$ cat src/pkg/dacr_pkg.sv
`default_nettype none
package dacr_pkg;
    localparam int unsigned DACR_RES_BITS = 14;
    localparam int unsigned DACR_DUAL_BITS = 28;
    localparam logic [4:0] DACR_CNT_W0 = 5'h00;
    localparam logic [4:0] DACR_LAST_BIT = 5'h1b;
    localparam logic [4:0] DACR_FIRST_LAST = 5'h0d;
    // timing on the device side counts link-clock cycles (48 ns)
    localparam int unsigned DACR_LINK_NS = 48;
    localparam int unsigned DACR_MCLK_NS = 8;
    localparam int unsigned DACR_CONV_NS = 960;
    localparam int unsigned DACR_CONV_CYC = DACR_CONV_NS / DACR_LINK_NS;
    localparam int unsigned DACR_WAKE_US = 100;
    localparam int unsigned DACR_WAKE_CYC = (DACR_WAKE_US * 1000 + DACR_MCLK_NS - 1) / DACR_MCLK_NS;
    localparam int unsigned DACR_LEAD_NS = 96;
    localparam logic [13:0] DACR_RESULT_RST = 14'h0000;
    localparam logic [4:0] DACR_SCLK_DIV = 5'h02;
    typedef enum logic [3:0] {
        DACR_H_IDLE = 4'h1,
        DACR_H_WAKE = 4'h2,
        DACR_H_CONV = 4'h4,
        DACR_H_READ = 4'h8
    } dacr_hstate_t;
endpackage : dacr_pkg
`default_nettype wire

$ cat src/pkg/dacr_if.sv
`default_nettype none
interface dacr_if;
    logic conversion_start_n;
    logic busy;
    logic cs_n;
    logic sclk;
    logic serial_out_first_converter;
    logic serial_out_second_converter;
    logic out_first_oe;
    logic out_second_oe;
    logic pair_select;
    modport dev (input conversion_start_n, input cs_n, input sclk, input pair_select,
        output busy, output serial_out_first_converter, output serial_out_second_converter,
        output out_first_oe, output out_second_oe);
    modport host (output conversion_start_n, output cs_n, output sclk, output pair_select,
        input busy, input serial_out_first_converter, input serial_out_second_converter,
        input out_first_oe, input out_second_oe);
endinterface : dacr_if
`default_nettype wire

$ cat src/rtl/dacr_host.sv
`default_nettype none
module dacr_host
    import dacr_pkg::*;
#(
    parameter int unsigned WAKE_CYC = DACR_WAKE_CYC
) (
    input wire logic mclk,
    input wire logic rst,
    dacr_if.host pins,
    input wire logic start_req,
    input wire logic want_shutdown,
    input wire logic pair_req,
    output logic ready,
    output logic [13:0] result_a,
    output logic [13:0] result_b,
    output logic result_valid
);
    typedef struct packed {
        dacr_hstate_t st;
        logic [1:0] busy_sync;
        logic busy_prev;
        logic [15:0] wait_cnt;
        logic [4:0] div_cnt;
        logic sclk;
        logic [4:0] bits;
        logic cs_n;
        logic cnv_n;
        logic [27:0] sh_a;
        logic [13:0] res_a;
        logic [13:0] res_b;
        logic valid;
        logic pair;
    } dacr_host_t;
    dacr_host_t cur_ff, nxt_ff;
    logic busy_s;
    assign busy_s = cur_ff.busy_sync[1];

    always_comb begin
        nxt_ff = cur_ff;
        nxt_ff.busy_sync = {cur_ff.busy_sync[0], pins.busy};
        nxt_ff.busy_prev = busy_s;
        nxt_ff.valid = 1'b0;
        case (cur_ff.st)
            DACR_H_IDLE: begin
                nxt_ff.cnv_n = 1'b1;
                nxt_ff.wait_cnt = 16'h0000;
                nxt_ff.st = DACR_H_WAKE; // wake every time
            end
            DACR_H_WAKE: begin
                if (cur_ff.wait_cnt != 16'(WAKE_CYC))
                    nxt_ff.wait_cnt = cur_ff.wait_cnt + 16'h0001;
                else if (start_req) begin
                    nxt_ff.cnv_n = 1'b0;
                    nxt_ff.pair = pair_req;
                    nxt_ff.st = DACR_H_CONV;
                end
            end
            DACR_H_CONV: begin
                if (busy_s && !want_shutdown)
                    nxt_ff.cnv_n = 1'b1;
                if (cur_ff.busy_prev && !busy_s) begin // low kept for shutdown
                    nxt_ff.cs_n = 1'b0;
                    nxt_ff.div_cnt = 5'h00;
                    nxt_ff.bits = 5'h00;
                    nxt_ff.sclk = 1'b1;
                    nxt_ff.st = DACR_H_READ;
                end
            end
            DACR_H_READ: begin
                nxt_ff.div_cnt = cur_ff.div_cnt + 5'h01;
                if (cur_ff.div_cnt == DACR_SCLK_DIV) begin
                    nxt_ff.div_cnt = 5'h00;
                    nxt_ff.sclk = !cur_ff.sclk;
                    if (!cur_ff.sclk) begin
                        // sample on rising edge, after device shifted on falling
                        nxt_ff.sh_a = {cur_ff.sh_a[26:0], pins.serial_out_first_converter};
                        nxt_ff.bits = cur_ff.bits + 5'h01;
                        if (cur_ff.bits == DACR_LAST_BIT) begin
                            nxt_ff.cs_n = 1'b1;
                            nxt_ff.res_a = nxt_ff.sh_a[27:14];
                            nxt_ff.res_b = nxt_ff.sh_a[13:0]; // chained on one line
                            nxt_ff.valid = 1'b1;
                            nxt_ff.wait_cnt = 16'h0000;
                            nxt_ff.st = cur_ff.cnv_n ? DACR_H_WAKE : DACR_H_IDLE;
                        end
                    end
                end
            end
            default: nxt_ff.st = DACR_H_IDLE;
        endcase
    end

    always_ff @(posedge mclk) begin
        if (rst) begin
            cur_ff <= '0;
            cur_ff.st <= DACR_H_IDLE;
            cur_ff.cs_n <= 1'b1;
            cur_ff.cnv_n <= 1'b1;
            cur_ff.sclk <= 1'b1;
        end else begin
            cur_ff <= nxt_ff;
        end
    end

    assign pins.conversion_start_n = cur_ff.cnv_n;
    assign pins.cs_n = cur_ff.cs_n;
    assign pins.sclk = cur_ff.sclk;
    assign pins.pair_select = cur_ff.pair;
    assign ready = (cur_ff.st == DACR_H_WAKE) && (cur_ff.wait_cnt == 16'(WAKE_CYC));
    assign result_a = cur_ff.res_a;
    assign result_b = cur_ff.res_b;
    assign result_valid = cur_ff.valid;
endmodule : dacr_host
`default_nettype wire

$ cat src/flat_wrapper.sv
// flat-port wrapper written by rule: the top's interface ports become plain ports
module dacr_host_flat import dacr_pkg::*;
#(
    parameter int unsigned WAKE_CYC = DACR_WAKE_CYC
)
  (mclk, rst, start_req, want_shutdown, pair_req, ready, result_a, result_b, result_valid, pins_conversion_start_n, pins_cs_n, pins_sclk, pins_pair_select, pins_busy, pins_serial_out_first_converter, pins_serial_out_second_converter, pins_out_first_oe, pins_out_second_oe);
  dacr_if pins_i ();
  input wire logic mclk;
  input wire logic rst;
  input wire logic start_req;
  input wire logic want_shutdown;
  input wire logic pair_req;
  output logic ready;
  output logic [13:0] result_a;
  output logic [13:0] result_b;
  output logic result_valid;
  output wire logic [$bits(pins_i.conversion_start_n)-1:0] pins_conversion_start_n;
  output wire logic [$bits(pins_i.cs_n)-1:0] pins_cs_n;
  output wire logic [$bits(pins_i.sclk)-1:0] pins_sclk;
  output wire logic [$bits(pins_i.pair_select)-1:0] pins_pair_select;
  input wire logic [$bits(pins_i.busy)-1:0] pins_busy;
  input wire logic [$bits(pins_i.serial_out_first_converter)-1:0] pins_serial_out_first_converter;
  input wire logic [$bits(pins_i.serial_out_second_converter)-1:0] pins_serial_out_second_converter;
  input wire logic [$bits(pins_i.out_first_oe)-1:0] pins_out_first_oe;
  input wire logic [$bits(pins_i.out_second_oe)-1:0] pins_out_second_oe;
  assign pins_conversion_start_n = pins_i.conversion_start_n;
  assign pins_cs_n = pins_i.cs_n;
  assign pins_sclk = pins_i.sclk;
  assign pins_pair_select = pins_i.pair_select;
  assign pins_i.busy = pins_busy;
  assign pins_i.serial_out_first_converter = pins_serial_out_first_converter;
  assign pins_i.serial_out_second_converter = pins_serial_out_second_converter;
  assign pins_i.out_first_oe = pins_out_first_oe;
  assign pins_i.out_second_oe = pins_out_second_oe;
  dacr_host #(.WAKE_CYC(WAKE_CYC)) u_core (.mclk(mclk), .rst(rst), .pins(pins_i), .start_req(start_req), .want_shutdown(want_shutdown), .pair_req(pair_req), .ready(ready), .result_a(result_a), .result_b(result_b), .result_valid(result_valid));
endmodule
$ cat config.mk
export PLATFORM = sky130hd
export DESIGN_NAME = dacr_host_flat
export DESIGN_NICKNAME = d
export VERILOG_FILES = /design/src/pkg/dacr_pkg.sv /design/src/pkg/dacr_if.sv /design/src/rtl/dacr_host.sv /design/src/flat_wrapper.sv
export SDC_FILE = /design/constraint.sdc
export NUM_CORES = 1
export LEC_CHECK = 0
export BUFFER_PORTS_ARGS = -buffer_cell sky130_fd_sc_hd__buf_2
export CAP_MARGIN = 20
export CORE_UTILIZATION = 60
export CTS_CLUSTER_DIAMETER = 50
export CTS_CLUSTER_SIZE = 30
export DETAILED_ROUTE_END_ITERATION = 8
export PLACE_DENSITY = 0.81
export SETUP_SLACK_MARGIN = 0.15
export SLEW_MARGIN = 20
export SYNTH_ARGS = -nofsm -noshare
export SYNTH_HDL_FRONTEND = slang
export SYNTH_SLANG_ARGS = --single-unit
$ cat constraint.sdc
create_clock -name mclk -period 3.75 [get_ports mclk]
set_input_delay 0.75 -clock mclk [delete_from_list [all_inputs] [get_ports mclk]]
set_output_delay 0.75 -clock mclk [all_outputs]
set_load 0.05 [all_outputs]
==> results of run 1 <==
area by class of cell:
cell class                      count  area (um2)
Clock inverter                      6        45.0
Fill cell                         565        2200
Sequential cell                    93        1860
Timing Repair Buffer               46         245
Multi-Input combinational cell    347        1800
Tap cell                           77        96.3
Clock buffer                       10         128
Inverter                            5        18.8
path summary, 6_finish.rpt:
kind | from | end | slack (ps) | cells past startpoint
worst max-delay path | u_core.cur_ff[91] | ready | 1050 | 4
worst min-delay path | u_core.cur_ff[88] | u_core.busy_s | 450 | 1
worst max register to register | u_core.cur_ff[93] | u_core.cur_ff[79] | 1130 | 6
worst min register to register | u_core.cur_ff[88] | u_core.busy_s | 450 | 1
through the flow:
stage / utilization (%) / power (W) / hold slack, ps / cell area (um2)
after floorplan: - / 0.00110 / 414 / 4000
after global placement: 62.9 / 0.00112 / 422 / 4020
after detailed placement: 62.9 / 0.00112 / 431 / 4020
after CTS: 65.6 / 0.00171 / 453 / 4190
after global routing: 65.6 / 0.00177 / 473 / 4190
final: 65.6 / 0.00170 / 449 / 4190
cells in the mapped netlist (all sizes together) (3+ instances only):
library cell / n / area share [%]
nand2: 129 / 12
dfxtp: 93 / 47
a21oi: 75 / 9.4
buf: 33 / 5.8
clkbuf: 26 / 2.4
nor2: 23 / 2.2
nand3: 16 / 2.0
o21ai: 12 / 1.5
nor3: 10 / 1.3
or3: 10 / 1.6
nand4: 6 / 0.94
nor2b: 6 / 0.94
and3: 5 / 0.78
ha: 5 / 1.6
inv: 5 / 0.47
nor4b: 4 / 0.88
xnor2: 4 / 0.88
a31oi: 3 / 0.47
and4: 3 / 0.66
nand2b: 3 / 0.47
nand4b: 3 / 0.66
o21bai: 3 / 0.56
xor2: 3 / 0.66
sequential cells by signal, indices dropped and copies added (netlist names):
register / flops
u_core.result_valid: 1
u_core.pins.sclk: 1
u_core.pins.cs_n: 1
u_core.cur_ff: 59
u_core.pins.pair_select: 1
u_core.result_b: 14
u_core.busy_s: 1
u_core.result_a: 14
u_core.pins.conversion_start_n: 1
cell families after synthesis:
group	after synthesis	share of synthesized area, %
and+or+nand+nor	229	26.9
AOI/OAI and AO/OA	105	14.4
DFF	93	46.5
buffers and inverters	64	8.75
xor gates and xnor gates	7	1.53
adders and majority gates	5	1.56
muxes	1	0.250
power breakdown:
group / leakage [nW] / internal [W] / switching, W
Sequential: 0.750 / 0.000993 / 0.0000108
Combinational: 0.655 / 0.0000332 / 0.0000610
Clock: 0.0793 / 0.000245 / 0.000355
metal layers:
layer	global-route usage [%]	part of all wire [%]
met1	28.7	48
met2	37.3	46
met3	3.86	3.7
met4	11.1	1.7
met5	0	0
==> impl_metrics.env, run 1 <==
export IMPL_post_drt_via_cell_ratio=5.65
export IMPL_grt_usage_pct=22.6
export IMPL_cts_buffer_depth=2
export IMPL_min_period_ps=2700
export IMPL_cp_start_kind="register"
export IMPL_nets=517
export IMPL_critPathTopFamily="simple AND/OR/NAND/NOR gates"
export IMPL_path_class="register to primary output"
export IMPL_synth_cell_type_count=42
export IMPL_setup_tns_final_ps=0
export IMPL_cts_root_buf="clkbuf_8"
export IMPL_fin_skew_ps=15.0
export IMPL_cap_violations=0
export IMPL_drive_gt1_share_pct=12.8
export IMPL_worst_setup_path_end_kind="primary output"
export IMPL_crit_buf_inv=1
export IMPL_finalHoldViolations=0
export IMPL_drc=0
export IMPL_num_antenna_cells=0
export IMPL_syn_area_um2=4000
export IMPL_setup_slack_ps=1050
export IMPL_async_flop_share_pct=0
export IMPL_start_util_pct=62.7
export IMPL_ys_flop_type="dfxtp_1"
export IMPL_grt_pass1_vias=3007
export IMPL_hpwl_mm=4.92
export IMPL_status="complete, no violations"
export IMPL_fmax_mhz=371
export IMPL_layout_commonest_cell="nand2_1"
export IMPL_vias=3297
export IMPL_syn_to_final_growth_pct=4.69
export IMPL_post_cts_buffers=0
export IMPL_synthCells=504
export IMPL_dieArea_um2=7000
export IMPL_antenna_found_initial=0
export IMPL_drt_iter0_drc=268
export IMPL_cts_hold_buffers=0
export IMPL_die_x_um=83.7
export IMPL_leakagePower_nw=1.48
export IMPL_final_cell_mix="nand2_1, dfxtp_1, a21oi_1, buf_2, nor2_1"
export IMPL_wl_per_cell_um=12.8
export IMPL_totalWireLength_mm=7.45
export IMPL_cp_slowest_cell="dfxtp_1"
export IMPL_gp_congestion=0.834
export IMPL_synth_fp_nets=519
export IMPL_synth_seq_cells=93
export IMPL_setup_viol=0
export IMPL_vdd_ir_drop_max_uv=288
export IMPL_row_count=29
export IMPL_ant_nets=0
export IMPL_max_slew_margin_pct=36.8
export IMPL_grt_max_degree=80
export IMPL_rsz0062_at_grt="false"
export IMPL_drt_pass1_iterations=5
export IMPL_slew_viol_final=0
export IMPL_synth_warnings=0
export IMPL_grt_ovfl_total=0
export IMPL_yosysSeqAreaShare_pct=46.5
export IMPL_clkTransAtPathRegs_ps=90
export IMPL_fin_cells=584
export IMPL_placed_cells=568
export IMPL_max_slew_worst_pin_slew_ps=935
export IMPL_cts_tree="done"
export IMPL_crit_chain="nand2b_1 -> or3_1 -> nor2_1 -> buf_2"
export IMPL_avgSynthCellArea_um2=7.94
export IMPL_cp_max_fo=11
export IMPL_arrival_ps=1950
export IMPL_hold_path_class="register to register"
export IMPL_numCtsBuffers=9
export IMPL_synth_edf_count=0
export IMPL_slowest_delay_ps=560
export IMPL_ctsResizeCount=0
export IMPL_insertion_delay_ps=360
export IMPL_io_buffers=40
export IMPL_pre_cts_slack_ps=1160
export IMPL_grt_first_pass_wirelength_mm=13.1
export IMPL_required_ps=3000
export IMPL_min_period_over_period_pct=71.9
export IMPL_cts_sinks=93
export IMPL_ios=44
export IMPL_coreArea_um2=6390
export IMPL_p_per_area_nw_per_um2=405
export IMPL_cts_max_level=3
export IMPL_fp_dieH_um=83.7
Note: power is estimated with default switching activity, not from simulation.
==> inputs of run 2 (changes only) <==
--- a/config.mk
+++ b/config.mk
@@ -5,13 +5,14 @@
 export SDC_FILE = /design/constraint.sdc
 export NUM_CORES = 1
 export LEC_CHECK = 0
+export ABC_AREA = 1
 export BUFFER_PORTS_ARGS = -buffer_cell sky130_fd_sc_hd__buf_2
 export CAP_MARGIN = 20
-export CORE_UTILIZATION = 60
+export CORE_UTILIZATION = 53
 export CTS_CLUSTER_DIAMETER = 50
 export CTS_CLUSTER_SIZE = 30
 export DETAILED_ROUTE_END_ITERATION = 8
-export PLACE_DENSITY = 0.81
+export PLACE_DENSITY = 0.76
 export SETUP_SLACK_MARGIN = 0.15
 export SLEW_MARGIN = 20
 export SYNTH_ARGS = -nofsm -noshare
==> constraint.sdc (replaced) <==
create_clock -name mclk -period 2.35 [get_ports mclk]
set_input_delay 0.47 -clock mclk [delete_from_list [all_inputs] [get_ports mclk]]
set_output_delay 0.47 -clock mclk [all_outputs]
set_load 0.05 [all_outputs]
==> run 2 against run 1 <==
Via count up 6.5%. Highest routed layer unchanged. Hold slack worse by 120 ps. Clock power increased by 80%. Global-route usage shrank 1.6 points. Clock skew down 3.5 ps. Die area increased by 22%. Synthesized cell count up 13%. Setup slack worse by 830 ps.
==> impl_metrics.env, run 2 <==
export IMPL_status="complete, no violations"
export IMPL_cts_root_buf="clkbuf_8"
export IMPL_synthCells=571
export IMPL_slew_viol_final=0
export IMPL_grt_pass1_vias=3320
export IMPL_yosysSeqAreaShare_pct=43.1
export IMPL_cp_start_kind="register"
export IMPL_nFillCells=699
export IMPL_leakagePower_nw=1.79
export IMPL_ios=44
export IMPL_cp_common_cell="inv_1"
export IMPL_antenna_found_initial=0
export IMPL_switching_share_pct=25.7
export IMPL_post_synth_top_count_cell="nor2_1"
export IMPL_vias=3511
export IMPL_post_drt_via_cell_ratio=5.14
export IMPL_internal_power_w=0.00215
export IMPL_ys_flop_type="dfxtp_1"
export IMPL_drive_gt1_share_pct=18.2
export IMPL_dieArea_um2=8520
export IMPL_avgSynthCellArea_um2=7.57
export IMPL_grt_usage_pct=21.0
export IMPL_multi_input_area_um2=1910
export IMPL_fp_dieH_um=92.3
export IMPL_worst_setup_path_end_kind="primary output"
export IMPL_fin_skew_ps=11.6
export IMPL_post_route_util_pct=58.4
export IMPL_cp_slowest_cell="dfxtp_1"
export IMPL_totalWireLength_mm=8.40
export IMPL_grt_first_pass_wirelength_mm=14.5
export IMPL_cts_max_level=3
export IMPL_synth_warnings=0
export IMPL_layout_commonest_cell="nor2_1"
export IMPL_hold_path_class="primary input to register"
export IMPL_slowest_delay_ps=360
export IMPL_num_antenna_cells=0
export IMPL_die_x_um=92.3
export IMPL_vdd_ir_drop_max_uv=271
export IMPL_gp_congestion=0.871
export IMPL_seqPwrFrac_pct=55.4
export IMPL_synth_fp_nets=586
export IMPL_max_slew_margin_pct=62.8
export IMPL_numCtsBuffers=9
export IMPL_max_slew_worst_pin_slew_ps=557
export IMPL_setup_viol=0
export IMPL_synth_top_cell_by_area="dfxtp_1"
export IMPL_p_per_area_nw_per_um2=634
export IMPL_drt_pass1_iterations=4
export IMPL_min_period_over_period_pct=90.3
export IMPL_cts_tree="done"
export IMPL_arrival_ps=1650
export IMPL_syn_area_um2=4320
export IMPL_crit_chain="inv_1 -> ha_1 -> nand3_1 -> nor2_2 -> nand3_4 -> inv_1 -> clkbuf_4"
export IMPL_nets=592
export IMPL_rsz0062_at_grt="false"
export IMPL_final_cell_mix="nor2_1, dfxtp_1, nand2_1, inv_1, a21oi_1"
export IMPL_critPathTopFamily="simple AND/OR/NAND/NOR gates"
export IMPL_wl_per_cell_um=12.3
export IMPL_drc=0
export IMPL_crit_buf_inv=3
export IMPL_finalHoldViolations=0
export IMPL_drt_iter0_drc=191
export IMPL_largest_register_ffs=59
export IMPL_ff_latch_area_um2=1860
export IMPL_cp_max_fo=5
export IMPL_io_buffers=40
export IMPL_cts_buffer_depth=2
export IMPL_synth_edf_count=0
export IMPL_synth_top_area_share_pct=43.1
export IMPL_clkTransAtPathRegs_ps=90
export IMPL_ant_nets=0
export IMPL_coreArea_um2=7810
export IMPL_switchingPower_w=0.000741
export IMPL_comb_power_share_pct=7.3
export IMPL_pwr_share_clk_pct=37.3
export IMPL_fmax_mhz=471
export IMPL_synth_common_cells="nor2_1, dfxtp_1, nand2_1, inv_1, a21oi_1"
export IMPL_row_count=32
export IMPL_required_ps=1880
export IMPL_cap_violations=0
export IMPL_start_util_pct=55.4
export IMPL_synth_seq_cells=93
export IMPL_hpwl_mm=5.63
export IMPL_grt_ovfl_total=0
export IMPL_grt_max_degree=49
export IMPL_cts_sinks=93
export IMPL_synthTopCellsByArea="dfxtp_1, nor2_1, nand2_1"
export IMPL_whs_ps=327
export IMPL_insertion_delay_ps=360
export IMPL_path_class="register to primary output"
export IMPL_synth_cell_type_count=32
export IMPL_min_period_ps=2120
export IMPL_syn_to_final_growth_pct=5.41
export IMPL_top_register="u_core.cur_ff"
export IMPL_setup_tns_final_ps=0
export IMPL_async_flop_share_pct=0
## run 2: cell count changes after synthesis, moves of 6 or more
cell      previous run  this run
nor2_1              23        99
inv_1                5        49
nand2_1            129        88
o21ai_0             12        43
a21oi_1             75        48
clkbuf_1            26        10
a211oi_2             0        14
o21ai_1              0        11
or3_1               10         0
inv_2                0         7
nor3_1              10         3
nor2b_1              6         0
## run 2: power by group through the flow
stage	registers (W)	logic [W]	clock network [W]
after floorplan	0.00165	0.000156	0
after global placement	0.00164	0.000203	0
after detailed placement	0.00164	0.000205	0
after CTS	0.00160	0.000207	0.00110
after global routing	0.00160	0.000229	0.00117
final	0.00160	0.000210	0.00108
## run 2: cell families after synthesis
family	synth area share [%]
simple gates	24.0
compound gates	18.2
buf+inv	12.9
flops	43.1
fa+ha+maj	1.45
xor+xnor	0.405
## run 2: path summary, 6_finish.rpt
path | startpoint | to | slack [ps] | cells after the start
min | pins_busy | u_core.cur_ff[88] | 330 | 3
max | u_core.cur_ff[71] | ready | 230 | 7
min reg2reg | u_core.cur_ff[88] | u_core.busy_s | 410 | 2
max reg2reg | u_core.cur_ff[60] | u_core.result_a[13] | 460 | 9
## run 2: through the flow
step / total power [W] / setup slack (ps) / instance area (um2) / cells
after floorplan: 0.00180 / 627 / 4320 / 571
after global placement: 0.00184 / 514 / 4360 / 668
after detailed placement: 0.00184 / 462 / 4360 / 668
after CTS: 0.00291 / 150 / 4550 / 683
after global routing: 0.00300 / 117 / 4560 / 683
final: 0.00289 / 228 / 4560 / 683
## run 2: area by class of cell
type                    count  area share, %
multi-input cells         370           41.8
flip-flops and latches     93           40.9
repair buffers             47           5.60
inverters                  56           4.61
well taps                 102           2.80
clock buffers               9           2.72
clock inverters             6           1.57
## run 2: timing repair
item / 4_1_cts / 5_1_grt
hold endpoints to repair: 0 / 0
gates resized for setup: 0 / 2
hold buffers: 0 / 0
endpoints found under the setup margin: 0 / 1
setup buffers: 0 / 0
## run 2: routing by layer
metal  up-vias  share of wire [%]  routed length, um  global-route usage (%)
li1       1832                  -                  -                       -
met1      1597                 47               3930                    26.9
met2        66                 48               4050                    34.9
met3        16                3.4                285                    4.52
met4         0                1.6                132                    7.68
met5         -                  0                  0                       0
## run 2: worst register-to-register path: stages (launching register included)
cell and delay (ps):
dfxtp_1 390, ha_1 210, nand2_1 70, nor2_1 180, nand3_2 160, nor2_4 100, buf_4 370, inv_1 150
nor2_1 110, nor2_1 50
==> inputs of run 3 (changes only) <==
--- a/config.mk
+++ b/config.mk
@@ -5,15 +5,15 @@
 export SDC_FILE = /design/constraint.sdc
 export NUM_CORES = 1
 export LEC_CHECK = 0
-export ABC_AREA = 1
 export BUFFER_PORTS_ARGS = -buffer_cell sky130_fd_sc_hd__buf_2
 export CAP_MARGIN = 20
-export CORE_UTILIZATION = 53
+export CORE_UTILIZATION = 52
 export CTS_CLUSTER_DIAMETER = 50
 export CTS_CLUSTER_SIZE = 30
 export DETAILED_ROUTE_END_ITERATION = 8
-export PLACE_DENSITY = 0.76
+export PLACE_DENSITY = 0.75
 export SETUP_SLACK_MARGIN = 0.15
+export SKIP_CTS_REPAIR_TIMING = 1
 export SLEW_MARGIN = 20
 export SYNTH_ARGS = -nofsm -noshare
 export SYNTH_HDL_FRONTEND = slang
==> run 3 against run 2 <==
Die area decreased by 5.5%. Maximum frequency decreased by 5.3%. First-iteration DRC count increased by 25%. Cell count decreased by 8.1%. Setup slack got worse by 120 ps. Core utilization increased by 4.1 points. Critical endpoint is now u_core.cur_ff[78]. Sequential power about the same. Global-route usage decreased by 0.88 points.
==> impl_metrics.env, run 3 (same netlist as run 1, synthesis figures left out) <==
export IMPL_status="complete, no violations"
export IMPL_dieArea_um2=8050
export IMPL_critPathTopFamily="simple AND/OR/NAND/NOR gates"
export IMPL_final_cell_mix="nand2_1, dfxtp_1, a21oi_1, buf_2, nor2_1"
export IMPL_rsz0062_at_grt="true"
export IMPL_slowest_delay_ps=490
export IMPL_num_antenna_cells=0
export IMPL_numCtsBuffers=9
export IMPL_pre_cts_slack_ps=141
export IMPL_slew_viol_final=0
export IMPL_max_slew_worst_pin_slew_ps=545
export IMPL_required_ps=2640
export IMPL_drt_iter0_drc=238
export IMPL_fmax_mhz=447
export IMPL_totalWireLength_mm=8.12
export IMPL_crit_buf_inv=2
export IMPL_leakagePower_nw=1.67
export IMPL_min_period_over_period_pct=95.3
export IMPL_drive_gt1_share_pct=21.0
export IMPL_max_slew_margin_pct=63.4
export IMPL_cap_violations=0
export IMPL_row_count=31
export IMPL_p_per_area_nw_per_um2=621
export IMPL_cts_max_level=3
export IMPL_coreArea_um2=7330
export IMPL_setup_viol=0
export IMPL_min_period_ps=2240
export IMPL_syn_to_final_growth_pct=14.3
export IMPL_top_register="u_core.cur_ff"
export IMPL_grt_first_pass_wirelength_mm=13.5
export IMPL_worst_setup_path_end_kind="register"
export IMPL_start_util_pct=54.6
export IMPL_cts_root_buf="clkbuf_8"
export IMPL_setup_slack_ps=111
export IMPL_layout_commonest_cell="nand2_1"
export IMPL_antenna_found_initial=0
export IMPL_drc=0
export IMPL_cts_buffer_depth=2
export IMPL_finalHoldViolations=0
export IMPL_whs_ps=314
export IMPL_cp_slowest_cell="or4b_4"
export IMPL_fp_dieH_um=89.7
export IMPL_vias=3340
export IMPL_cts_tree="done"
export IMPL_gp_congestion=0.845
export IMPL_post_drt_via_cell_ratio=5.32
export IMPL_die_x_um=89.7
export IMPL_hpwl_mm=5.02
export IMPL_nets=539
export IMPL_insertion_delay_ps=360
export IMPL_grt_pass1_vias=3087
export IMPL_cp_common_cell="buf_6"
export IMPL_nFillCells=648
export IMPL_cts_sinks=93
export IMPL_post_route_util_pct=62.4
export IMPL_path_class="register to register"
export IMPL_grt_ovfl_total=0
export IMPL_cp_max_fo=8
export IMPL_ant_nets=0
export IMPL_drt_pass1_iterations=4
export IMPL_ios=44
export IMPL_fin_skew_ps=11.8
export IMPL_crit_chain="ha_2 -> or4b_4 -> nor4_4 -> buf_6 -> o2bb2ai_4 -> buf_6 -> or3_1 -> a21oi_1"
export IMPL_grt_usage_pct=20.2
export IMPL_wl_per_cell_um=12.9
export IMPL_clkTransAtPathRegs_ps=90
export IMPL_arrival_ps=2530
export IMPL_grt_max_degree=80
export IMPL_io_buffers=40
export IMPL_cp_start_kind="register"
export IMPL_total_power_w=0.00284
export IMPL_hold_path_class="primary input to register"
export IMPL_vdd_ir_drop_max_uv=384
export IMPL_largest_register_ffs=59
run 3: where the power goes:
group	switching, W	total [W]	leakage (nW)	internal [W]
registers	0.00000571	0.00159	0.753	0.00158
logic	0.000135	0.000239	0.817	0.000104
clock network	0.000602	0.00101	0.0984	0.000411
total	0.000743	0.00284	1.67	0.00210
run 3: layer usage:
metal / up-vias / routed length [um] / global-route usage, %
met5: - / 0 / 0
met1: 1545 / 3790 / 25.3
li1: 1721 / - / -
met4: 0 / 129 / 8.06
met3: 11 / 283 / 4.31
met2: 63 / 3920 / 33.7
run 3: cell type report:
cell class | count | area [um2] | area share, %
tap | 99 | 124 | 2.71
inverter | 5 | 18.8 | 0.410
timing repair buffer | 68 | 488 | 10.7
sequential | 93 | 1870 | 40.8
multi-input combinational | 347 | 1890 | 41.3
clock inverter | 7 | 62.6 | 1.37
clock buffer | 9 | 124 | 2.71
run 3: per-stage QoR:
stage          area, um2  setup TNS [ps]  cells
4_1_cts             4360               0    619
5_1_grt             4580           -5.88    628
3_5_place_dp        4170               0    603
6_report            4580               0    628
2_1_floorplan       4010               0    504
3_3_place_gp        4170               0    603
run 3: path summary, 6_finish.rpt:
check	cells after the start	to	slack, ps	start
setup reg to reg	8	u_core.cur_ff[78]	110	u_core.cur_ff[67]
hold reg to reg	1	u_core.busy_s	450	u_core.cur_ff[88]
hold / removal	2	u_core.cur_ff[88]	310	pins_busy
setup / recovery	8	u_core.cur_ff[78]	110	u_core.cur_ff[67]
